$ cat config.mk
export PLATFORM = sky130hd
export DESIGN_NAME = edb_bank
export DESIGN_NICKNAME = d
export VERILOG_FILES = /design/src/edb_pkg.sv /design/src/edb_bank.sv
export SDC_FILE = /design/constraint.sdc
export NUM_CORES = 1
export LEC_CHECK = 0
export BUFFER_PORTS_ARGS = -buffer_cell sky130_fd_sc_hd__buf_2
export CAP_MARGIN = 20
export CORE_MARGIN = 2
export CORE_UTILIZATION = 44
export CTS_BUF_LIST = sky130_fd_sc_hd__clkbuf_8 sky130_fd_sc_hd__clkbuf_16
export DETAILED_ROUTE_END_ITERATION = 8
export PLACE_DENSITY = 0.69
export SYNTH_ARGS = -nofsm -noshare
export SYNTH_HDL_FRONTEND = slang
export SYNTH_SLANG_ARGS = --single-unit
export TNS_END_PERCENT = 1
$ cat constraint.sdc
create_clock -name clock_i -period 14.4 [get_ports clock_i]
set_clock_uncertainty 0.05 [all_clocks]
set_input_delay 0.72 -clock clock_i [delete_from_list [all_inputs] [get_ports clock_i]]
set_output_delay 0.72 -clock clock_i [all_outputs]
set_load 0.02 [all_outputs]
$ cat src/edb_pkg.sv
// Shared constants and carrier types of the engine driver register bank.
// Assumes a 16-bit serial frame: write flag, space select, 4-bit index, byte.
`default_nettype none

package edb_pkg;

	// ------------------------------------------------------------
	// Serial frame layout
	// ------------------------------------------------------------
	localparam int FRAME_LEN = 16;               // Bits in one frame
	localparam int CNT_W     = 5;                // Bit counter width
	localparam int F_WRITE   = 15;               // One: write frame
	localparam int F_STATUS  = 14;               // One: status space
	localparam int F_IDX_HI  = 11;               // Register index msb
	localparam int F_IDX_LO  = 8;                // Register index lsb

	// ------------------------------------------------------------
	// Register indices, control space then status space
	// ------------------------------------------------------------
	localparam logic [3:0] IDX_MAIN   = 4'h0;    // output_enable_main
	localparam logic [3:0] IDX_MISC   = 4'h1;    // system_enable_misc
	localparam logic [3:0] IDX_DUTY0  = 4'h2;    // injector_one_duty
	localparam logic [3:0] IDX_DUTYN  = 4'hB;    // ignition_two_duty
	localparam logic [3:0] IDX_WDOG   = 4'hC;    // watchdog_refresh_load
	localparam logic [3:0] IDX_CRANK  = 4'hD;    // crank_sensor_params
	localparam logic [3:0] IDX_FLTN   = 4'h5;    // lamp_faults, last status
	localparam int         TACH_CH    = 4;       // tacho_faults channel

	// ------------------------------------------------------------
	// Field positions and masks
	// ------------------------------------------------------------
	localparam int MISC_PWR    = 7;              // Power enable, read only
	localparam int MISC_RST    = 0;              // Internal reset command
	localparam logic [7:0] MISC_RW_MASK = 8'h56; // Self test, supply, batsw, tach
	localparam int WD_REFRESH  = 7;              // Refresh trigger bit
	localparam int FLT_SUM     = 7;              // Summary fault flag
	localparam logic [3:0] SG_MASK_N = 4'hE;     // Drops short to ground
	localparam logic [7:0] RST_BYTE = 8'h00;     // Reset value of all bytes

	// ------------------------------------------------------------
	// Load time weights in milliseconds
	// ------------------------------------------------------------
	localparam logic [10:0] WD_W_SEC  = 11'h3E8; // One second
	localparam logic [10:0] WD_W_100  = 11'h064; // 100 ms
	localparam logic [10:0] WD_W_10   = 11'h00A; // 10 ms

	// ------------------------------------------------------------
	// Carriers
	// ------------------------------------------------------------
	localparam int FAULT_CH = 6;                 // Channels with fault bytes
	localparam int DUTY_CH  = 10;                // Channels with duty bytes

	typedef struct packed {
		logic open_load_flag;                    // Bit 3
		logic overcurrent_flag;                  // Bit 2
		logic overtemperature_flag;              // Bit 1
		logic short_to_ground_flag;              // Bit 0
	} edb_fault_s;

	typedef struct packed {
		logic sclk;                              // Serial clock pin
		logic csb;                               // Chip select, low active
		logic si;                                // Serial data in
	} edb_pins_s;

	typedef logic [DUTY_CH-1:0][6:0] edb_duty_t; // Duty per channel

endpackage : edb_pkg

`default_nettype wire

$ cat src/edb_bank.sv
// Serial control and status register bank of the engine driver device.
// Assumes serial pins asynchronous to clock_i; faults and power enable
// arrive from filtered logic on clock_i. Serial clock must stay slow,
// each level held at least three clock_i periods.
//
// Function
// - Main byte: one enable per output
// - Reserved and unused bits read zero
// - Refresh bit acts on one, ignores zero
// - Refresh bit always reads zero
// - Cranking byte: threshold high, filter low
// - Fault byte: summary, open, over, temp, short
// - Tachometer fault byte lacks short flag
// - Flags clear by zero only once fault gone
`default_nettype none

module edb_bank (
	input  wire logic                   clock_i,            // 100 MHz
	input  wire logic                   reset_i,            // Async, high
	input  wire logic                   ce_i,               // Freezes state when low
	input  wire edb_pkg::edb_pins_s     pins_i,             // Serial pins
	output logic                        so_o,               // Serial data out
	input  wire logic                   power_enable_i,     // Power enable state
	input  wire edb_pkg::edb_fault_s [5:0] fault_raw_i,     // Live fault conditions
	output logic [7:0]                  out_enable_o,       // Main enables
	output logic                        self_test_en_o,     // Self test enable
	output logic                        sensor_supply_en_o, // Protected supply
	output logic                        battery_switch_en_o,// Battery switch
	output logic                        tacho_en_o,         // Tachometer
	output logic                        internal_reset_o,   // One-cycle pulse
	output edb_pkg::edb_duty_t          duty_o,             // Duty fields
	output logic                        wd_refresh_o,       // One-cycle pulse
	output logic [10:0]                 wd_load_ms_o,       // Load time in ms
	output logic [3:0]                  crank_threshold_o,  // Threshold code
	output logic [3:0]                  crank_filter_o      // Filter time code
);
	import edb_pkg::*;

	// ------------------------------------------------------------
	// Helpers
	// ------------------------------------------------------------
	// Weighted load time; the binary nibble adds as is
	// The largest sum, 1125 ms, fits the eleven bits of the result
	function automatic logic [10:0] load_ms(input logic [6:0] f);
		load_ms = (f[6] ? WD_W_SEC : 11'h000) + (f[5] ? WD_W_100 : 11'h000)
			+ (f[4] ? WD_W_10 : 11'h000) + {7'h00, f[3:0]};
	endfunction

	// ------------------------------------------------------------
	// Pin synchroniser
	// ------------------------------------------------------------
	edb_pins_s s1_q;                // First stage, read by s2 only
	edb_pins_s s2_q;                // Stable copy
	edb_pins_s s3_q;                // Previous stable copy, for edges

	// Two flops before use, third only for edge detection
	// Edges are seen two clocks late, which is why the serial clock
	// must hold each level for at least three clock periods
	always_ff @(posedge clock_i or posedge reset_i) begin
		if (reset_i) begin
			s1_q <= '{sclk: 1'b0, csb: 1'b1, si: 1'b0};
			s2_q <= '{sclk: 1'b0, csb: 1'b1, si: 1'b0};
			s3_q <= '{sclk: 1'b0, csb: 1'b1, si: 1'b0};
		end else if (ce_i) begin
			s1_q <= pins_i;
			s2_q <= s1_q;
			s3_q <= s2_q;
		end
	end

	// ------------------------------------------------------------
	// Frame decode
	// ------------------------------------------------------------
	wire logic       sel      = ~s2_q.csb;                  // Frame in progress
	wire logic       sck_rise = ce_i & sel & s2_q.sclk & ~s3_q.sclk;
	wire logic       sck_fall = ce_i & sel & ~s2_q.sclk & s3_q.sclk;
	wire logic       cs_fall  = ce_i & ~s2_q.csb & s3_q.csb;
	wire logic       cs_rise  = ce_i & s2_q.csb & ~s3_q.csb;

	logic [15:0]     rx_q;                                  // Shift in
	logic [15:0]     tx_q;                                  // Shift out
	logic [CNT_W-1:0] cnt_q;                                // Bits seen
	logic            so_q;                                  // Pin flop
	logic [7:0]      rdata_q;                               // Next answer

	// Only a frame of exactly 16 bits acts; others are dropped
	// A glitch on select restarts the count, so a torn frame never acts
	wire logic       exec   = cs_rise & (cnt_q == CNT_W'(FRAME_LEN));
	wire logic       wr     = exec & rx_q[F_WRITE];
	wire logic       stat   = rx_q[F_STATUS];
	wire logic [3:0] idx    = rx_q[F_IDX_HI:F_IDX_LO];
	wire logic [7:0] wdat   = rx_q[7:0];
	wire logic       wr_c   = wr & ~stat;                   // Control write
	wire logic       wr_s   = wr & stat;                    // Status write
	wire logic [3:0] didx   = idx - IDX_DUTY0;              // Duty channel
	wire logic       is_duty = (idx >= IDX_DUTY0) && (idx <= IDX_DUTYN);

	// Shift in on rising serial clock, count to a ceiling
	always_ff @(posedge clock_i or posedge reset_i) begin
		if (reset_i) begin
			rx_q  <= 16'h0000;
			cnt_q <= '0;
		end else if (cs_fall) begin
			cnt_q <= '0;
		end else if (sck_rise) begin
			rx_q  <= {rx_q[14:0], s2_q.si};
			cnt_q <= (cnt_q == '1) ? cnt_q : cnt_q + CNT_W'(1);
		end
	end

	// Answer loads at frame start, msb first, changes on falling clock
	// The upper byte is always zero; only the low byte carries data
	// After a full frame the line rests at zero until the next one
	always_ff @(posedge clock_i or posedge reset_i) begin
		if (reset_i) begin
			tx_q <= 16'h0000;
			so_q <= 1'b0;
		end else if (cs_fall) begin
			tx_q <= {8'h00, rdata_q};
			so_q <= 1'b0;
		end else if (sck_fall) begin
			tx_q <= {tx_q[14:0], 1'b0};
			so_q <= tx_q[14];
		end
	end

	// ------------------------------------------------------------
	// Control registers
	// ------------------------------------------------------------
	logic [7:0]      main_q;                                // Output enables
	logic [7:0]      misc_q;                                // Stored misc bits
	edb_duty_t       duty_q;                                // Duty fields
	logic [6:0]      wdog_q;                                // Load time fields
	logic [10:0]     load_q;                                // Decoded load time
	logic [7:0]      crank_q;                               // Cranking params
	logic            rst_pulse_q;                           // Reset command
	logic            refresh_q;                             // Refresh trigger

	// Plain byte stores
	always_ff @(posedge clock_i or posedge reset_i) begin
		if (reset_i) begin
			main_q  <= RST_BYTE;
			misc_q  <= RST_BYTE;
			crank_q <= RST_BYTE;
		end else if (ce_i) begin
			// Writes need a live enable anyway; the gate keeps the freeze explicit
			if (wr_c && idx == IDX_MAIN)
				main_q <= wdat;
			if (wr_c && idx == IDX_MISC)
				misc_q <= wdat & MISC_RW_MASK;
			if (wr_c && idx == IDX_CRANK)
				crank_q <= wdat;
		end
	end

	// Duty bytes keep only the low seven bits
	// A write outside the duty range never reaches this store
	always_ff @(posedge clock_i or posedge reset_i) begin
		if (reset_i) begin
			duty_q <= '0;
		end else if (wr_c && is_duty) begin
			duty_q[didx] <= wdat[6:0];
		end
	end

	// Watchdog byte; refresh is a pulse, never stored
	// Load time is decoded once here so the timer sees a plain count
	always_ff @(posedge clock_i or posedge reset_i) begin
		if (reset_i) begin
			wdog_q    <= 7'h00;
			load_q    <= 11'h000;
			refresh_q <= 1'b0;
		end else if (ce_i) begin
			refresh_q <= wr_c && idx == IDX_WDOG && wdat[WD_REFRESH];
			if (wr_c && idx == IDX_WDOG) begin
				wdog_q <= wdat[6:0];
				load_q <= load_ms(wdat[6:0]);
			end
		end
	end

	// Reset command only pulses; nothing reads it back
	// Whoever takes the pulse clears its own logic; no register here
	always_ff @(posedge clock_i or posedge reset_i) begin
		if (reset_i)
			rst_pulse_q <= 1'b0;
		else if (ce_i)
			rst_pulse_q <= wr_c && idx == IDX_MISC && wdat[MISC_RST];
	end

	// ------------------------------------------------------------
	// Fault flags
	// ------------------------------------------------------------
	edb_fault_s [FAULT_CH-1:0] flag_q;                     // Latched flags
	logic [FAULT_CH-1:0]       sum_q;                      // Summary flags
	edb_fault_s [FAULT_CH-1:0] raw;                        // Masked conditions
	edb_fault_s [FAULT_CH-1:0] flag_d;
	logic [FAULT_CH-1:0]       sum_d;

	// Set wins over clear; a zero clears only a condition that is gone
	// A clear that meets a live condition is simply lost; the host must
	// write zero again once the condition has gone
	always_comb begin
		for (int c = 0; c < FAULT_CH; c++) begin
			raw[c] = (c == TACH_CH) ? (fault_raw_i[c] & SG_MASK_N)
				: fault_raw_i[c];
			flag_d[c] = raw[c] | (flag_q[c] & ~((wr_s && idx == 4'(c))
				? (~wdat[3:0] & ~raw[c]) : 4'h0));
			sum_d[c] = (|raw[c]) | (sum_q[c] & ~(wr_s && idx == 4'(c)
				&& !wdat[FLT_SUM] && !(|raw[c])));
		end
	end

	// Latch the flags
	always_ff @(posedge clock_i or posedge reset_i) begin
		if (reset_i) begin
			flag_q <= '0;
			sum_q  <= '0;
		end else if (ce_i) begin
			flag_q <= flag_d;
			sum_q  <= sum_d;
		end
	end

	// ------------------------------------------------------------
	// Read data
	// ------------------------------------------------------------
	// Unused and reserved bits read zero; misc ones are stored masked, the rest built as zero
	// Power enable is read live, never stored; its readback is latched only in the frame-end snapshot
	wire logic [7:0] misc_rd = {power_enable_i, misc_q[6:0]};
	wire logic [7:0] ctrl_rd =
		(idx == IDX_MAIN)  ? main_q :
		(idx == IDX_MISC)  ? misc_rd :
		is_duty            ? {1'b0, duty_q[didx]} :
		(idx == IDX_WDOG)  ? {1'b0, wdog_q} :
		(idx == IDX_CRANK) ? crank_q : 8'h00;
	wire logic [7:0] stat_rd = (idx <= IDX_FLTN)
		? {sum_q[idx[2:0]], 3'b000, flag_q[idx[2:0]]} : 8'h00;

	// Snapshot taken at frame end, shifted out by the next frame.
	// Trade-off: a write frame returns the value held before it.
	always_ff @(posedge clock_i or posedge reset_i) begin
		if (reset_i)
			rdata_q <= 8'h00;
		else if (exec)
			rdata_q <= stat ? stat_rd : ctrl_rd;
	end

	// ------------------------------------------------------------
	// Outputs
	// ------------------------------------------------------------
	// Every output is a flop or a straight copy of one
	assign so_o                = so_q;
	assign out_enable_o        = main_q;
	assign self_test_en_o      = misc_q[6];
	assign sensor_supply_en_o  = misc_q[4];
	assign battery_switch_en_o = misc_q[2];
	assign tacho_en_o          = misc_q[1];
	assign internal_reset_o    = rst_pulse_q;
	assign duty_o              = duty_q;
	assign wd_refresh_o        = refresh_q;
	assign wd_load_ms_o        = load_q;
	assign crank_threshold_o   = crank_q[7:4];
	assign crank_filter_o      = crank_q[3:0];
endmodule : edb_bank

`default_nettype wire

Word-level counts from Yosys, hierarchy flattened
Cells that the tools add are included.

Register bits: 193. Input bits: 31. Output and inout port bits: 104. Word-level logic and storage cells: 224.

$add $sub $neg: 5. Order comparisons: 6. Eq/ne operators: 10. Mux-type cells: 32. Bitwise gates (word level): 67. Reduce and logical (&&, ||, !) cells: 49.

Operator list (number): 70-bit bitwise mux (1); 8-bit 2-to-1 mux (7); 4-bit inverter (13); 4-bit AND (12); 4-bit 2-to-1 mux (8); 15-bit 2-to-1 mux (2); 7-bit binary-select mux with 4-bit select (1); 7-bit demux with 4-bit select (1); 1-bit logical AND (27); 4-bit OR (6); 11-bit by 4-bit adder with 11-bit output (2); 7-bit 2-to-1 mux (3); 4-bit OR reduction (5); 1-bit AND (18); 5-bit 2-to-1 mux (3); 4-bit binary-select mux with 3-bit select (1); 1-bit inverter (12); 2-bit AND reduction (6); 10-bit by 7-bit adder with 11-bit output (1); 5-bit equality test, second input constant (2); 10-bit 2-to-1 mux (1); 4-bit by 2-bit equality test with 1-bit output, second input constant (2); 4-bit by 3-bit equality test with 1-bit output, second input constant (2); 4-bit equality test, second input constant (2); other kinds (17) (31).

Longest topological paths before layout
Gate-level depths: netlist (run 1).

Word-level depth: 11. Depth in mapped cells: 9. Depth with buffers taken out: 9.

Least setup slack after synthesis (run 1)
No wires, ideal clock.

Kind: reg-to-reg. Start: register rx_q[10]. End: register duty_q (netlist bit duty_o[42]). Library setup time: 0.125 ns. Arrival: 2.257 ns. Required time: 14.225 ns. Path slack: 11.969 ns. Cell stages (with the launch flop): 8. Path buffers: 2. Clock period less this slack: 2.431 ns. Path through: dfrtp_1 -> clkbuf_1 -> inv_1 -> ha_1 -> clkbuf_1 -> nor3_1 -> nand3_1 -> mux2_2.

Longest elaborated chain between the ends: 6. Elaborated cells on any way between the ends: 11. Classes of those cells: add/sub: 1; order compare: 4; mux: 3; reduce/logical: 3.

RTL lines: from (decl) (RTL line edb_bank.sv:80) `logic [15:0] rx_q;`; from (signal assigned) (RTL line edb_bank.sv:106) `rx_q <= {rx_q[14:0], s2_q.si};`; 4-bit by 2-bit subtractor with 4-bit output (RTL line edb_bank.sv:95) `wire logic [3:0] didx = idx - IDX_DUTY0;`; 4-bit by 5-bit less-than comparator with 1-bit output (not written as such) / 4-bit by 1-bit >= comparator with 1-bit output (equally long branches) (RTL line edb_bank.sv:162) `duty_q[didx] <= wdat[6:0];`; 1-bit logical AND (not written as such) (RTL line edb_bank.sv:162); 7-bit 2-to-1 mux (not written as such) (RTL line edb_bank.sv:162); 7-bit demux with 4-bit select (RTL line edb_bank.sv:162); 70-bit bitwise mux (RTL line edb_bank.sv:162); to (signal, indexed assignment) (RTL line edb_bank.sv:162); to (decl) (RTL line edb_bank.sv:132) `edb_duty_t duty_q;`.

Several ways; a longest one is shown, not always the timed one. A chain may end at the register's enable or synchronous reset.

Worst setup path in the final report (run 1)
Start: register rx_q[6]. End: register load_q[8] (netlist: wd_load_ms_o[8]).

Longest elaborated chain between the ends: 4.

RTL lines: 10-bit 2-to-1 mux (RTL line edb_bank.sv:45) `load_ms = (f[6] ? WD_W_SEC : 11'h000) + (f[5] ? WD_W_100 : 11'h000)`; 10-bit by 7-bit adder with 11-bit output (RTL line edb_bank.sv:45); 11-bit by 4-bit adder with 11-bit output (2 in series) (RTL line edb_bank.sv:46) `+ (f[4] ? WD_W_10 : 11'h000) + {7'h00, f[3:0]};`; to (signal assigned) (RTL line edb_bank.sv:177) `load_q <= load_ms(wdat[6:0]);`; to (decl) (RTL line edb_bank.sv:134) `logic [10:0] load_q;`.

Every way passes these cells.

==> results of run 1 <==
cells in the mapped netlist, drive strengths merged (15+ instances only):
library cell	count	area [sq um]
inv	15	56.3
clkbuf	25	93.8
mux2	111	1250
nor2	27	111
nand2	101	379
dfrtp	189	4730
a21oi	20	100
buf	17	101
o21ai	51	255
mux2i	21	210
a22o	25	219
mux4	19	428
layer usage:
metal | GRT usage, % | wire [um] | up-vias
met5 | 0 | 0 | -
met4 | 6.52 | 481 | 0
met3 | 6.30 | 1400 | 33
met2 | 35.1 | 11300 | 199
met1 | 30.4 | 10500 | 3311
li1 | - | - | 2977
through the flow:
step	instance area (sq um)	utilization [%]	instances	total power (uW)
floorplan	9100	-	753	931
global placement	9960	49.1	1119	1050
detailed placement	9960	49.1	1119	1060
CTS	10600	52.0	1151	1530
global route	10600	52.0	1152	1610
finish	10600	52.0	1152	1530
kinds of logic after synthesis:
logic type	count (synthesis)	share of synthesized area, %
simple gates	188	10.2
buf+inv	57	2.76
mux	151	20.7
fa+ha+maj	16	2.36
xor+xnor	11	1.14
flops	192	52.8
compound gates	138	10.0
report_power, final:
group / leakage (uW) / switching [uW] / internal [uW]
logic: 0.00235 / 259 / 140
registers: 0.00249 / 88.8 / 566
clock network: 0.000292 / 227 / 255
sequential cells by signal, summed over array words and instances (netlist names):
signal,cells
duty_o,70
s1_q,3
so_o,1
s3_q,2
crank_q,8
internal_reset_o,1
wd_refresh_o,1
misc_q,4
cnt_q,5
tx_q,15
s2_q,3
rdata_q,8
wd_load_ms_o,10
flag_q,24
rx_q,16
sum_q,6
out_enable_o,8
wdog_q,7
worst paths after layout:
check | startpoint | end | slack (ns)
setup / recovery | rx_q[6]$_DFFE_PP0P_ | wd_load_ms_o[8]$_DFFE_PP0P_ | 11.19
hold / removal | reset_i | out_enable_o[2]$_DFFE_PP0P_ | 0.36
setup reg to reg | rx_q[6]$_DFFE_PP0P_ | wd_load_ms_o[8]$_DFFE_PP0P_ | 11.19
hold reg to reg | rdata_q[2]$_DFFE_PP0N_ | tx_q[2]$_DFFE_PP0P_ | 0.43
max in group asynchronous | reset_i | duty_o[44]$_DFFE_PP0P_ | 12.46
min in group clock_i | rdata_q[2]$_DFFE_PP0N_ | tx_q[2]$_DFFE_PP0P_ | 0.43
worst max-delay path, delay by kind of cell (launching register included):
family,cells,cell delay (ns)
AO/OA/AOI/OAI,2,0.23
XOR/XNOR,1,0.16
adder cells (fa/ha/maj),2,1.04
buffers and inverters,1,0.35
flip-flops,1,0.88
AND/OR/NAND/NOR,1,0.37
layout make-up:
class                   instances  area, sq um
clock buffers                  19          453
clock inverters                13          143
fillers                      1839         9740
inverters                      15         63.8
multi-input cells             504         4040
flip-flops and latches        192         4810
well taps                     270          338
repair buffers                139          708
==> report_table.html, run 1 <==
<table>
<tr><th>Metric</th><th>Value</th></tr>
<tr><th colspan="2">Status</th></tr>
<tr><td>Result of the run</td><td>finished clean</td></tr>
<tr><th colspan="2">CTS</th></tr>
<tr><td>TritonCTS Sinks</td><td>192</td></tr>
<tr><td>Buffer count from post-CTS setup fixing</td><td>0</td></tr>
<tr><td>Clock latency at the later pin of the worst-skew pair</td><td>0.44 ns</td></tr>
<tr><td>Clock transition at path regs</td><td>approximately 0.070 ns</td></tr>
<tr><td>Count of H-tree levels built during CTS</td><td>4</td></tr>
<tr><td>Hold buffer count at CTS</td><td>0</td></tr>
<tr><td>Post_cts resized</td><td>0</td></tr>
<tr><td>TritonCTS clock tree</td><td>done</td></tr>
<tr><td>Clk buf depth</td><td>2</td></tr>
<tr><td>Buffer cell driving the clock tree root</td><td>sky130_fd_sc_hd__clkbuf_16</td></tr>
<tr><td>CTS Buf Count</td><td>17</td></tr>
<tr><th colspan="2">Placement</th></tr>
<tr><td>IO buf count</td><td>approximately 130</td></tr>
<tr><td>Setup WS pre-CTS</td><td>around 11 ns</td></tr>
<tr><td>Detailed-placement wirelength estimate</td><td>around 16 mm</td></tr>
<tr><td>Weighted congestion at the end of routability-driven global placement</td><td>about 0.84</td></tr>
<tr><th colspan="2">Setup path</th></tr>
<tr><td>Cell chain of the critical path</td><td>inv_1 &gt; fa_1 &gt; fa_1 &gt; nor3b_1 &gt; a21oi_1 &gt; xnor2_1 &gt; o21ai_0</td></tr>
<tr><td>Biggest fanout along the worst timing path</td><td>19</td></tr>
<tr><td>Largest incremental delay on the critical path</td><td>~0.88 ns</td></tr>
<tr><td>Data required, critical path</td><td>approximately 15 ns</td></tr>
<tr><td>Kind of capture point of the worst setup path</td><td>flop</td></tr>
<tr><td>Critical path data arrival time</td><td>approximately 3.5 ns</td></tr>
<tr><td>Most frequent cell on the critical path</td><td>sky130_fd_sc_hd__fa_1</td></tr>
<tr><td>Type of origin of the critical path</td><td>flop</td></tr>
<tr><td>Kind of critical path</td><td>flop to flop</td></tr>
<tr><td>Cell with the largest stage delay on the worst path</td><td>sky130_fd_sc_hd__dfrtp_1</td></tr>
<tr><td>Worst reg-to-reg path cell count</td><td>7</td></tr>
<tr><th colspan="2">STA</th></tr>
<tr><td>Final hold slack</td><td>approximately 0.36 ns</td></tr>
<tr><td>Final critical-path setup slack</td><td>11.19 ns</td></tr>
<tr><td>Final count of negative-setup-slack endpoints</td><td>0</td></tr>
<tr><td>Peak Freq</td><td>312 MHz</td></tr>
<tr><td>RSZ-0062 raised after global routing</td><td>no</td></tr>
<tr><td>Part of the cycle the worst path needs</td><td>~22%</td></tr>
<tr><td>Total negative setup slack</td><td>0 ns</td></tr>
<tr><td>Number of failing hold endpoints at the final stage</td><td>0</td></tr>
<tr><td>Final Max Slew Viols</td><td>0</td></tr>
<tr><td>Remaining max-slew budget at the tightest pin</td><td>about a third</td></tr>
<tr><td>Worst-margin pin slew</td><td>a little under 1 ns</td></tr>
<tr><td>Minimum period implied by the final worst setup slack</td><td>between 3 and 4 ns</td></tr>
<tr><th colspan="2">Synthesis</th></tr>
<tr><td>Post-synthesis cell area</td><td>between 9000 and 10000 sq um</td></tr>
<tr><td>Dominant synthesized flop cell</td><td>sky130_fd_sc_hd__dfrtp_1</td></tr>
<tr><td>Mean Syn Cell Area</td><td>around 12 sq um</td></tr>
<tr><td>Number of cells produced by synthesis</td><td>approximately 750</td></tr>
<tr><td>Number of distinct library cells after synthesis</td><td>59</td></tr>
<tr><td>Yosys Warn Count</td><td>0</td></tr>
<tr><td>Synthesized netlist net count</td><td>800</td></tr>
<tr><td>Seq cells post-synth</td><td>192</td></tr>
<tr><td>Fraction of the yosys area taken by sequential cells</td><td>52.8%</td></tr>
<tr><td>Number of synthesized flops with an enable pin</td><td>0</td></tr>
<tr><td>Share of async-settable or async-resettable flops after synthesis</td><td>between 90% and 100%</td></tr>
<tr><th colspan="2">Pwr</th></tr>
<tr><td>Leak Pwr</td><td>between 0.005 and 0.006 uW</td></tr>
<tr><td>Power density over cell area</td><td>around 150 nW/um^2</td></tr>
<tr><td>Peak supply drop</td><td>approximately 91 uV</td></tr>
<tr><th colspan="2">Worst hold path</th></tr>
<tr><td>Class of the worst hold path</td><td>input pin to async pin</td></tr>
<tr><th colspan="2">Detailed routing</th></tr>
<tr><td>Number of remaining DRC errors</td><td>0</td></tr>
<tr><td>Aggregate routed wire length</td><td>23.6 mm</td></tr>
<tr><td>Drt pass-1 iters</td><td>5</td></tr>
<tr><td>Detail-routed net length per standard cell</td><td>approximately 21 um</td></tr>
<tr><td>Post-detailed-route via-to-cell ratio</td><td>roughly 5.7</td></tr>
<tr><td>Count of routing violations after the opening detailed-route iteration</td><td>455</td></tr>
<tr><td>Via Count</td><td>around 6.5k</td></tr>
<tr><td>Number of antenna-violating nets in the routed design</td><td>0</td></tr>
<tr><th colspan="2">Layout</th></tr>
<tr><td>Ratio of cells with drive above 1 in the final layout</td><td>between 30% and 40%</td></tr>
<tr><td>Synthesis-to-finish area growth</td><td>16.0%</td></tr>
<tr><td>Number of nets at the end of the flow</td><td>~920</td></tr>
<tr><td>Most common library cell in the layout ignoring fill and taps</td><td>sky130_fd_sc_hd__dfrtp_1</td></tr>
<tr><td>Number of antenna repair diodes</td><td>0</td></tr>
<tr><td>Leading cell types in the layout, fill and taps excluded</td><td>188 x sky130_fd_sc_hd__dfrtp_1, 133 x sky130_fd_sc_hd__buf_2, 111 x sky130_fd_sc_hd__mux2_2, 101 x sky130_fd_sc_hd__nand2_1, 46 x sky130_fd_sc_hd__o21ai_0</td></tr>
<tr><th colspan="2">Global route</th></tr>
<tr><td>Largest net degree at the start of global routing</td><td>115</td></tr>
<tr><td>Via count of the first global-routing pass</td><td>around 6.6k</td></tr>
<tr><td>Global-route usage over all layers</td><td>~22%</td></tr>
<tr><td>Initial antenna violation count</td><td>0</td></tr>
<tr><td>Overflow left after global routing</td><td>0</td></tr>
<tr><td>Wire length of the first global-routing pass</td><td>around 38 mm</td></tr>
<tr><th colspan="2">Floorplan</th></tr>
<tr><td>Starting utilization of the core area</td><td>between 40 and 50%</td></tr>
<tr><td>Floorplan row count</td><td>52</td></tr>
<tr><td>Die X</td><td>about 150 um</td></tr>
<tr><td>Area inside the core boundary</td><td>around 20000 sq um</td></tr>
<tr><td>I/O pin count</td><td>roughly 140</td></tr>
<tr><td>Floorplan die area</td><td>21900 sq um</td></tr>
<tr><td>Height of the die</td><td>between 100 and 150 um</td></tr>
<tr><th colspan="2">Run</th></tr>
<tr><td>Max capacitance violation total</td><td>0</td></tr>
</table>
Note: power is estimated with default switching activity, not from simulation.
==> inputs of run 2 (changes only) <==
Clock period 14.4 ns to 3.13 ns, I/O delays scaled along.
==> run 2 against run 1 <==
Against the previous run:
- utilization rose by 2.1 points
- total power grew to 4.7 times the previous value
- worst hold slack got worse by 0.037 ns
- first-iteration DRC count is 27% higher
- routed wire length is 0.42% higher
- final cell count grew 3.6%
- sequential power rose to 4.4 times the previous value
- non-clock buffer count up 43
- register-to-register slack got worse by 11 ns
- worst setup slack lost 11 ns
- flip-flop and latch count is the same
- critical path depth fell by 1
- critical endpoint is now duty_o[48]$_DFFE_PP0P_
==> report_table.html, run 2 (same netlist as run 1, synthesis figures left out) <==
<table>
<tr><th>Metric</th><th>Value</th></tr>
<tr><th colspan="2">Worst hold path</th></tr>
<tr><td>Start point of the worst min-delay path</td><td>ce_i</td></tr>
<tr><td>Destination of the worst hold path</td><td>flag_q[22]$_DFFE_PP0P_</td></tr>
<tr><td>Number of cells on the worst hold path</td><td>3</td></tr>
<tr><td>Class of the worst hold path</td><td>input pin to flop (was input pin to async pin)</td></tr>
<tr><th colspan="2">Setup path</th></tr>
<tr><td>Count of cell instances traversed by the critical path</td><td>6 (was 7)</td></tr>
<tr><td>Worst reg-to-reg path cell count</td><td>6 (was 7)</td></tr>
<tr><td>End of the worst register-to-register path</td><td>duty_o[48]$_DFFE_PP0P_ (was wd_load_ms_o[8]$_DFFE_PP0P_)</td></tr>
<tr><td>Largest incremental delay on the critical path</td><td>0.53 ns (was 0.88 ns)</td></tr>
<tr><td>Kind of critical path</td><td>flop to flop (unchanged)</td></tr>
<tr><td>Critical path data arrival time</td><td>2.93 ns (was 3.47 ns)</td></tr>
<tr><td>Category of cells accounting for the largest share of critical-path delay</td><td>simple AND/OR/NAND/NOR gates (was adder cells)</td></tr>
<tr><td>Type of origin of the critical path</td><td>flop (unchanged)</td></tr>
<tr><td>Biggest fanout along the worst timing path</td><td>13 (was 19)</td></tr>
<tr><td>Reg-to-reg startpoint</td><td>rx_q[9]$_DFFE_PP0P_ (was rx_q[6]$_DFFE_PP0P_)</td></tr>
<tr><td>Data required, critical path</td><td>3.40 ns (was 14.66 ns)</td></tr>
<tr><td>R2r setup slk</td><td>0.47 ns (was 11.19 ns)</td></tr>
<tr><td>Kind of capture point of the worst setup path</td><td>flop (unchanged)</td></tr>
<tr><td>Cell chain of the critical path</td><td>inv_1 &gt; ha_1 &gt; xor2_1 &gt; nor3_1 &gt; nand3_1 &gt; mux2_2 (was inv_1 &gt; fa_1 &gt; fa_1 &gt; nor3b_1 &gt; a21oi_1 &gt; xnor2_1 &gt; o21ai_0)</td></tr>
<tr><td>Crit path buf inv count</td><td>1 (unchanged)</td></tr>
<tr><td>Cell with the largest stage delay on the worst path</td><td>sky130_fd_sc_hd__dfrtp_2 (was sky130_fd_sc_hd__dfrtp_1)</td></tr>
<tr><th colspan="2">Floorplan</th></tr>
<tr><td>Area inside the core boundary</td><td>20300 sq um (unchanged)</td></tr>
<tr><td>Height of the die</td><td>148 um (unchanged)</td></tr>
<tr><td>I/O pin count</td><td>135 (unchanged)</td></tr>
<tr><td>Starting utilization of the core area</td><td>44.8% (unchanged)</td></tr>
<tr><td>Die X</td><td>148 um (unchanged)</td></tr>
<tr><td>Floorplan row count</td><td>52 (unchanged)</td></tr>
<tr><td>Floorplan die area</td><td>21900 sq um (unchanged)</td></tr>
<tr><th colspan="2">CTS</th></tr>
<tr><td>Buffer count from post-CTS setup fixing</td><td>0 (unchanged)</td></tr>
<tr><td>CTS Buf Count</td><td>17 (unchanged)</td></tr>
<tr><td>Clk buf depth</td><td>2 (unchanged)</td></tr>
<tr><td>TritonCTS clock tree</td><td>done (unchanged)</td></tr>
<tr><td>Count of H-tree levels built during CTS</td><td>4 (unchanged)</td></tr>
<tr><td>Hold buffer count at CTS</td><td>27 (was 0)</td></tr>
<tr><td>Clock latency at the later pin of the worst-skew pair</td><td>0.43 ns (was 0.44 ns)</td></tr>
<tr><td>TritonCTS Sinks</td><td>192 (unchanged)</td></tr>
<tr><td>Buffer cell driving the clock tree root</td><td>sky130_fd_sc_hd__clkbuf_16 (unchanged)</td></tr>
<tr><td>Post_cts resized</td><td>0 (unchanged)</td></tr>
<tr><td>Clock transition at path regs</td><td>0.07 ns (about the same)</td></tr>
<tr><th colspan="2">Detailed routing</th></tr>
<tr><td>Drt pass-1 iters</td><td>6 (was 5)</td></tr>
<tr><td>Count of routing violations after the opening detailed-route iteration</td><td>577 (was 455)</td></tr>
<tr><td>Post-detailed-route via-to-cell ratio</td><td>5.64 (was 5.66)</td></tr>
<tr><td>Number of antenna-violating nets in the routed design</td><td>0 (unchanged)</td></tr>
<tr><td>Via Count</td><td>6736 (was 6520)</td></tr>
<tr><td>Number of remaining DRC errors</td><td>0 (unchanged)</td></tr>
<tr><td>Detail-routed net length per standard cell</td><td>19.9 um (was 20.5 um)</td></tr>
<tr><td>Aggregate routed wire length</td><td>23.7 mm (was 23.6 mm)</td></tr>
<tr><th colspan="2">Layout</th></tr>
<tr><td>Synthesis-to-finish area growth</td><td>20.6% (was 16.0%)</td></tr>
<tr><td>Fin area</td><td>11000 sq um (was 10600 sq um)</td></tr>
<tr><td>Number of nets at the end of the flow</td><td>959 (was 916)</td></tr>
<tr><td>Non-filler instance count after layout</td><td>1194 (was 1152)</td></tr>
<tr><td>Most common library cell in the layout ignoring fill and taps</td><td>sky130_fd_sc_hd__dfrtp_1 (unchanged)</td></tr>
<tr><td>Flip-flop count of the largest register after layout</td><td>70 (unchanged)</td></tr>
<tr><td>Number of antenna repair diodes</td><td>0 (unchanged)</td></tr>
<tr><td>Ratio of cells with drive above 1 in the final layout</td><td>36.0% (was 35.9%)</td></tr>
<tr><td>Leading cell types in the layout, fill and taps excluded</td><td>187 x sky130_fd_sc_hd__dfrtp_1, 133 x sky130_fd_sc_hd__buf_2, 111 x sky130_fd_sc_hd__mux2_2, 101 x sky130_fd_sc_hd__nand2_1, 46 x sky130_fd_sc_hd__o21ai_0 (was 188 x sky130_fd_sc_hd__dfrtp_1, 133 x sky130_fd_sc_hd__buf_2, 111 x sky130_fd_sc_hd__mux2_2, 101 x sky130_fd_sc_hd__nand2_1, 46 x sky130_fd_sc_hd__o21ai_0)</td></tr>
<tr><th colspan="2">STA</th></tr>
<tr><td>Peak Freq</td><td>376 MHz (was 312 MHz)</td></tr>
<tr><td>Total negative setup slack</td><td>0 ns (unchanged)</td></tr>
<tr><td>RSZ-0062 raised after global routing</td><td>no (unchanged)</td></tr>
<tr><td>Remaining max-slew budget at the tightest pin</td><td>35.9% (was 34.3%)</td></tr>
<tr><td>Minimum period implied by the final worst setup slack</td><td>2.66 ns (was 3.21 ns)</td></tr>
<tr><td>Worst-margin pin slew</td><td>0.960 ns (was 0.985 ns)</td></tr>
<tr><td>Final count of negative-setup-slack endpoints</td><td>0 (unchanged)</td></tr>
<tr><td>Final hold slack</td><td>0.324 ns (was 0.361 ns)</td></tr>
<tr><td>Final Max Slew Viols</td><td>0 (unchanged)</td></tr>
<tr><td>Part of the cycle the worst path needs</td><td>84.9% (was 22.3%)</td></tr>
<tr><td>Number of failing hold endpoints at the final stage</td><td>0 (unchanged)</td></tr>
<tr><th colspan="2">Global route</th></tr>
<tr><td>Largest net degree at the start of global routing</td><td>64 (was 115)</td></tr>
<tr><td>Global-route usage over all layers</td><td>22.5% (was 22.3%)</td></tr>
<tr><td>Overflow left after global routing</td><td>0 (unchanged)</td></tr>
<tr><td>Via count of the first global-routing pass</td><td>6652 (was 6621)</td></tr>
<tr><td>Initial antenna violation count</td><td>0 (unchanged)</td></tr>
<tr><td>Wire length of the first global-routing pass</td><td>37.9 mm (was 37.7 mm)</td></tr>
<tr><th colspan="2">Placement</th></tr>
<tr><td>Post-placement cell area</td><td>10100 sq um (was 9960 sq um)</td></tr>
<tr><td>Weighted congestion at the end of routability-driven global placement</td><td>0.877 (was 0.845)</td></tr>
<tr><td>Detailed-placement wirelength estimate</td><td>16.5 mm (was 16.2 mm)</td></tr>
<tr><td>Cell count after placement</td><td>1136 (was 1119)</td></tr>
<tr><td>IO buf count</td><td>133 (unchanged)</td></tr>
<tr><th colspan="2">Pwr</th></tr>
<tr><td>Peak supply drop</td><td>505 uV (was 91.4 uV)</td></tr>
<tr><td>Power density over cell area</td><td>652 nW/um^2 (was 145 nW/um^2)</td></tr>
<tr><td>Leak Pwr</td><td>0.00532 uW (was 0.00512 uW)</td></tr>
<tr><th colspan="2">Status</th></tr>
<tr><td>Result of the run</td><td>finished clean (unchanged)</td></tr>
<tr><th colspan="2">Run</th></tr>
<tr><td>Max capacitance violation total</td><td>0 (unchanged)</td></tr>
</table>
## run 2: cell type report
class,instances,area (sq um)
clock buffer,20,467
clock inverter,11,120
fill,1776,9320
inverter,15,60.1
multi-input combinational,504,4040
sequential,192,4810
tap,270,338
timing repair buffer,182,1140
## run 2: where the power goes
group          internal (uW)  leakage, uW  switching (uW)  total (uW)
Combinational            767      0.00255            1340        2110
Clock                   1180     0.000290            1000        2190
Sequential              2610      0.00249             258        2860
Total                   4560      0.00532            2600        7160
## run 2: routing by layer
| metal | global-route usage, % | up-vias | routed length (um) |
|---|---|---|---|
| met5 | 0 | - | 0 |
| met4 | 7.14 | 0 | 595 |
| met3 | 5.31 | 41 | 1250 |
| met2 | 36.5 | 202 | 11400 |
| met1 | 30.2 | 3407 | 10500 |
| li1 | - | 3086 | - |
## run 2: how the worst max path moves through the flow
stage	start	end	slack [ns]
floorplan	reset_i	cnt_q[0]$_DFFE_PP0P_	0.45
detailed placement	rx_q[9]$_DFFE_PP0P_	duty_o[43]$_DFFE_PP0P_	0.52
global placement	rx_q[9]$_DFFE_PP0P_	duty_o[45]$_DFFE_PP0P_	0.57
global route	rx_q[9]$_DFFE_PP0P_	duty_o[48]$_DFFE_PP0P_	0.28
CTS	rx_q[9]$_DFFE_PP0P_	duty_o[48]$_DFFE_PP0P_	0.50
finish	rx_q[9]$_DFFE_PP0P_	duty_o[48]$_DFFE_PP0P_	0.47
## run 2: worst min-delay path, delay by kind of cell
kind / cells / cell delay, ns
AOI/OAI and AO/OA: 1 / 0.24
buffers and inverters: 2 / 0.37
## run 2: per-stage QoR
stage,utilization (%),setup slack [ns],power (uW)
6_report,54.1,0.471,7160
3_3_place_gp,49.9,0.574,4930
3_5_place_dp,49.9,0.520,4960
4_1_cts,54.1,0.499,7160
2_1_floorplan,-,0.450,4290
5_1_grt,54.1,0.276,7540
==> inputs of run 3 (changes only) <==
Settings changed: PLACE_DENSITY 0.69 to 0.72.
Clock period 3.13 ns to 2.3 ns, I/O delays scaled along.
==> run 3 against run 2 <==
Against the previous run:
- utilization grew 2.2 points
- fmax grew 20%
- first-iteration DRC count shrank 5.4%
- design area grew 4.0%
- flip-flop and latch count is the same
- worst setup slack lost 0.38 ns
- sequential power grew 31%
- worst hold slack lost 0.18 ns
- critical endpoint is now duty_o[62]$_DFFE_PP0P_
- highest routed layer unchanged
==> report_table.html, run 3 (same netlist as run 1, synthesis figures left out) <==
<table>
<tr><th>Metric</th><th>Value</th></tr>
<tr><th colspan="2">Status</th></tr>
<tr><td>Result of the run</td><td>finished clean (unchanged)</td></tr>
<tr><th colspan="2">CTS</th></tr>
<tr><td>Clock transition at path regs</td><td>0.08 ns (was 0.07 ns)</td></tr>
<tr><td>Buffer cell driving the clock tree root</td><td>sky130_fd_sc_hd__clkbuf_16 (unchanged)</td></tr>
<tr><td>Clock latency at the later pin of the worst-skew pair</td><td>0.44 ns (was 0.43 ns)</td></tr>
<tr><td>TritonCTS Sinks</td><td>192 (unchanged)</td></tr>
<tr><td>TritonCTS clock tree</td><td>done (unchanged)</td></tr>
<tr><td>Count of H-tree levels built during CTS</td><td>4 (unchanged)</td></tr>
<tr><td>CTS Buf Count</td><td>17 (unchanged)</td></tr>
<tr><td>Clk buf depth</td><td>2 (unchanged)</td></tr>
<tr><th colspan="2">Placement</th></tr>
<tr><td>Detailed-placement wirelength estimate</td><td>17.1 mm (was 16.5 mm)</td></tr>
<tr><td>Cell count after placement</td><td>1175 (was 1136)</td></tr>
<tr><td>Weighted congestion at the end of routability-driven global placement</td><td>0.880 (was 0.877)</td></tr>
<tr><td>IO buf count</td><td>133 (unchanged)</td></tr>
<tr><th colspan="2">Layout</th></tr>
<tr><td>Number of antenna repair diodes</td><td>0 (unchanged)</td></tr>
<tr><td>Ratio of cells with drive above 1 in the final layout</td><td>39.5% (was 36.0%)</td></tr>
<tr><td>Leading cell types in the layout, fill and taps excluded</td><td>186 x sky130_fd_sc_hd__dfrtp_1, 133 x sky130_fd_sc_hd__buf_2, 111 x sky130_fd_sc_hd__mux2_2, 101 x sky130_fd_sc_hd__nand2_1, 49 x sky130_fd_sc_hd__buf_4 (was 187 x sky130_fd_sc_hd__dfrtp_1, 133 x sky130_fd_sc_hd__buf_2, 111 x sky130_fd_sc_hd__mux2_2, 101 x sky130_fd_sc_hd__nand2_1, 46 x sky130_fd_sc_hd__o21ai_0)</td></tr>
<tr><td>Flip-flop count of the largest register after layout</td><td>70 (unchanged)</td></tr>
<tr><td>Most common library cell in the layout ignoring fill and taps</td><td>sky130_fd_sc_hd__dfrtp_1 (unchanged)</td></tr>
<tr><td>Non-filler instance count after layout</td><td>1234 (was 1194)</td></tr>
<tr><td>Number of nets at the end of the flow</td><td>998 (was 959)</td></tr>
<tr><td>Synthesis-to-finish area growth</td><td>25.4% (was 20.6%)</td></tr>
<tr><td>Post-Route Utilization</td><td>56.2% (was 54.1%)</td></tr>
<tr><th colspan="2">Pwr</th></tr>
<tr><td>Net switching component of the power</td><td>3730 uW (was 2600 uW)</td></tr>
<tr><td>Peak supply drop</td><td>608 uV (was 505 uV)</td></tr>
<tr><td>Proportion of power drawn by flip-flops and latches</td><td>37.0% (was 40.0%)</td></tr>
<tr><td>Sw frac</td><td>36.7% (was 36.3%)</td></tr>
<tr><td>Clk pwr share</td><td>29.1% (was 30.6%)</td></tr>
<tr><td>Leak Pwr</td><td>0.00556 uW (was 0.00532 uW)</td></tr>
<tr><td>Power density over cell area</td><td>890 nW/um^2 (was 652 nW/um^2)</td></tr>
<tr><td>Combinational fraction of design power</td><td>33.8% (was 29.4%)</td></tr>
<tr><td>Int Power</td><td>6430 uW (was 4560 uW)</td></tr>
<tr><td>Total design power</td><td>10200 uW (was 7160 uW)</td></tr>
<tr><th colspan="2">Global route</th></tr>
<tr><td>Global-route usage over all layers</td><td>22.8% (was 22.5%)</td></tr>
<tr><td>Largest net degree at the start of global routing</td><td>128 (was 64)</td></tr>
<tr><td>Overflow left after global routing</td><td>0 (unchanged)</td></tr>
<tr><td>Initial antenna violation count</td><td>0 (unchanged)</td></tr>
<tr><td>Wire length of the first global-routing pass</td><td>38.8 mm (was 37.9 mm)</td></tr>
<tr><td>Via count of the first global-routing pass</td><td>7011 (was 6652)</td></tr>
<tr><th colspan="2">Setup path</th></tr>
<tr><td>Critical path destination</td><td>duty_o[62]$_DFFE_PP0P_ (was duty_o[48]$_DFFE_PP0P_)</td></tr>
<tr><td>Worst reg-to-reg path cell count</td><td>8 (was 6)</td></tr>
<tr><td>End of the worst register-to-register path</td><td>duty_o[62]$_DFFE_PP0P_ (was duty_o[48]$_DFFE_PP0P_)</td></tr>
<tr><td>R2r setup slk</td><td>0.09 ns (was 0.47 ns)</td></tr>
<tr><td>Biggest fanout along the worst timing path</td><td>7 (was 13)</td></tr>
<tr><td>Critical path data arrival time</td><td>2.48 ns (was 2.93 ns)</td></tr>
<tr><td>Reg-to-reg startpoint</td><td>cnt_q[1]$_DFFE_PP0P_ (was rx_q[9]$_DFFE_PP0P_)</td></tr>
<tr><td>Worst setup startpoint</td><td>cnt_q[1]$_DFFE_PP0P_ (was rx_q[9]$_DFFE_PP0P_)</td></tr>
<tr><td>Type of origin of the critical path</td><td>flop (unchanged)</td></tr>
<tr><td>Kind of critical path</td><td>flop to flop (unchanged)</td></tr>
<tr><td>Kind of capture point of the worst setup path</td><td>flop (unchanged)</td></tr>
<tr><td>Data required, critical path</td><td>2.57 ns (was 3.40 ns)</td></tr>
<tr><th colspan="2">Detailed routing</th></tr>
<tr><td>Drt pass-1 iters</td><td>5 (was 6)</td></tr>
<tr><td>Aggregate routed wire length</td><td>24.5 mm (was 23.7 mm)</td></tr>
<tr><td>Number of antenna-violating nets in the routed design</td><td>0 (unchanged)</td></tr>
<tr><td>Via Count</td><td>6884 (was 6736)</td></tr>
<tr><td>Detail-routed net length per standard cell</td><td>19.9 um (about the same)</td></tr>
<tr><td>Number of remaining DRC errors</td><td>0 (unchanged)</td></tr>
<tr><td>Post-detailed-route via-to-cell ratio</td><td>5.58 (was 5.64)</td></tr>
<tr><td>Count of routing violations after the opening detailed-route iteration</td><td>546 (was 577)</td></tr>
<tr><th colspan="2">Floorplan</th></tr>
<tr><td>Floorplan row count</td><td>52 (unchanged)</td></tr>
<tr><td>Starting utilization of the core area</td><td>44.8% (unchanged)</td></tr>
<tr><td>I/O pin count</td><td>135 (unchanged)</td></tr>
<tr><td>Floorplan die area</td><td>21900 sq um (unchanged)</td></tr>
<tr><td>Height of the die</td><td>148 um (unchanged)</td></tr>
<tr><td>Area inside the core boundary</td><td>20300 sq um (unchanged)</td></tr>
<tr><td>Die X</td><td>148 um (unchanged)</td></tr>
<tr><th colspan="2">Worst hold path</th></tr>
<tr><td>Class of the worst hold path</td><td>input pin to flop (unchanged)</td></tr>
<tr><td>Number of cells on the worst hold path</td><td>3 (unchanged)</td></tr>
<tr><th colspan="2">STA</th></tr>
<tr><td>Remaining max-slew budget at the tightest pin</td><td>52.4% (was 35.9%)</td></tr>
<tr><td>Worst-margin pin slew</td><td>0.714 ns (was 0.960 ns)</td></tr>
<tr><td>Final count of negative-setup-slack endpoints</td><td>0 (unchanged)</td></tr>
<tr><td>Peak Freq</td><td>453 MHz (was 376 MHz)</td></tr>
<tr><td>Final Max Slew Viols</td><td>0 (unchanged)</td></tr>
<tr><td>Minimum period implied by the final worst setup slack</td><td>2.21 ns (was 2.66 ns)</td></tr>
<tr><td>Number of failing hold endpoints at the final stage</td><td>0 (unchanged)</td></tr>
<tr><td>Part of the cycle the worst path needs</td><td>96.0% (was 84.9%)</td></tr>
<tr><td>RSZ-0062 raised after global routing</td><td>yes (was no)</td></tr>
<tr><th colspan="2">Run</th></tr>
<tr><td>Max capacitance violation total</td><td>0 (unchanged)</td></tr>
</table>
-- run 3: cell types whose count changed in the layout (fill, tap and decap cells not counted), moves of 2 or more --
cell / change
sky130_fd_sc_hd__clkbuf_8: -2
sky130_fd_sc_hd__clkinv_2: +2
sky130_fd_sc_hd__o21ai_0: -2
sky130_fd_sc_hd__buf_4: +30
sky130_fd_sc_hd__buf_12: +9
sky130_fd_sc_hd__o21ai_1: +2
-- run 3: how the worst min path moves through the flow --
stage	start	end	slack, ns
2_1_floorplan	fault_raw_i[0]	flag_q[0]$_DFFE_PP0P_	0.21
3_3_place_gp	reset_i	tx_q[11]$_DFFE_PP0P_	0.23
3_5_place_dp	reset_i	tx_q[11]$_DFFE_PP0P_	0.23
4_1_cts	ce_i	flag_q[18]$_DFFE_PP0P_	0.15
5_1_grt	ce_i	flag_q[18]$_DFFE_PP0P_	0.17
6_report	ce_i	flag_q[18]$_DFFE_PP0P_	0.15
-- run 3: power groups by stage --
stage	logic (uW)	clock network [uW]	registers, uW
after global placement	3230	0	3800
after detailed placement	3290	0	3810
after floorplan	2060	0	3770
after global routing	3730	3120	3790
final	3440	2960	3760
after CTS	3340	2980	3750
-- run 3: through the flow --
step | hold WS (ns) | TNS [ns] | cell area, sq um | worst slack [ns]
after CTS | 0.145 | 0 | 11400 | 0.00241
after floorplan | 0.211 | -69.22 | 9110 | -0.339
after detailed placement | 0.227 | 0 | 10500 | 0.0321
after global placement | 0.233 | 0 | 10500 | 0.0761
final | 0.146 | 0 | 11400 | 0.0909
after global routing | 0.170 | -0.441 | 11400 | -0.0364
-- run 3: repair_timing --
action	CTS	global route
resized for setup	0	11
endpoints found under the hold margin	221	0
buffers inserted	0	0
hold buffers	27	0
endpoints found under the setup margin	0	80
-- run 3: layout make-up --
| type | count | area (sq um) |
|---|---|---|
| Multi-Input combinational cell | 504 | 4080 |
| Inverter | 15 | 60.1 |
| Sequential cell | 192 | 4810 |
| Timing Repair Buffer | 221 | 1540 |
| Clock buffer | 18 | 439 |
| Clock inverter | 14 | 144 |
| Tap cell | 270 | 338 |
| Fill cell | 1687 | 8880 |
-- run 3: per-layer routing --
layer  global-route usage, %  up-vias  routed length (um)
met5                       0        -                   0
met4                    8.43        0                 643
met3                    4.57       41                1230
met2                    37.6      206               12100
met1                    30.2     3480               10600
li1                        -     3157                   -
-- run 3: critical path, cell delays in order, from the launching register on --
cell and delay (ns):
sky130_fd_sc_hd__dfrtp_1 0.41, sky130_fd_sc_hd__inv_1 0.08, sky130_fd_sc_hd__ha_1 0.13, sky130_fd_sc_hd__and4b_2 0.30, sky130_fd_sc_hd__nand3_4 0.11, sky130_fd_sc_hd__nor4_2 0.28, sky130_fd_sc_hd__and2_1 0.26, sky130_fd_sc_hd__buf_12 0.14
sky130_fd_sc_hd__mux2_2 0.33
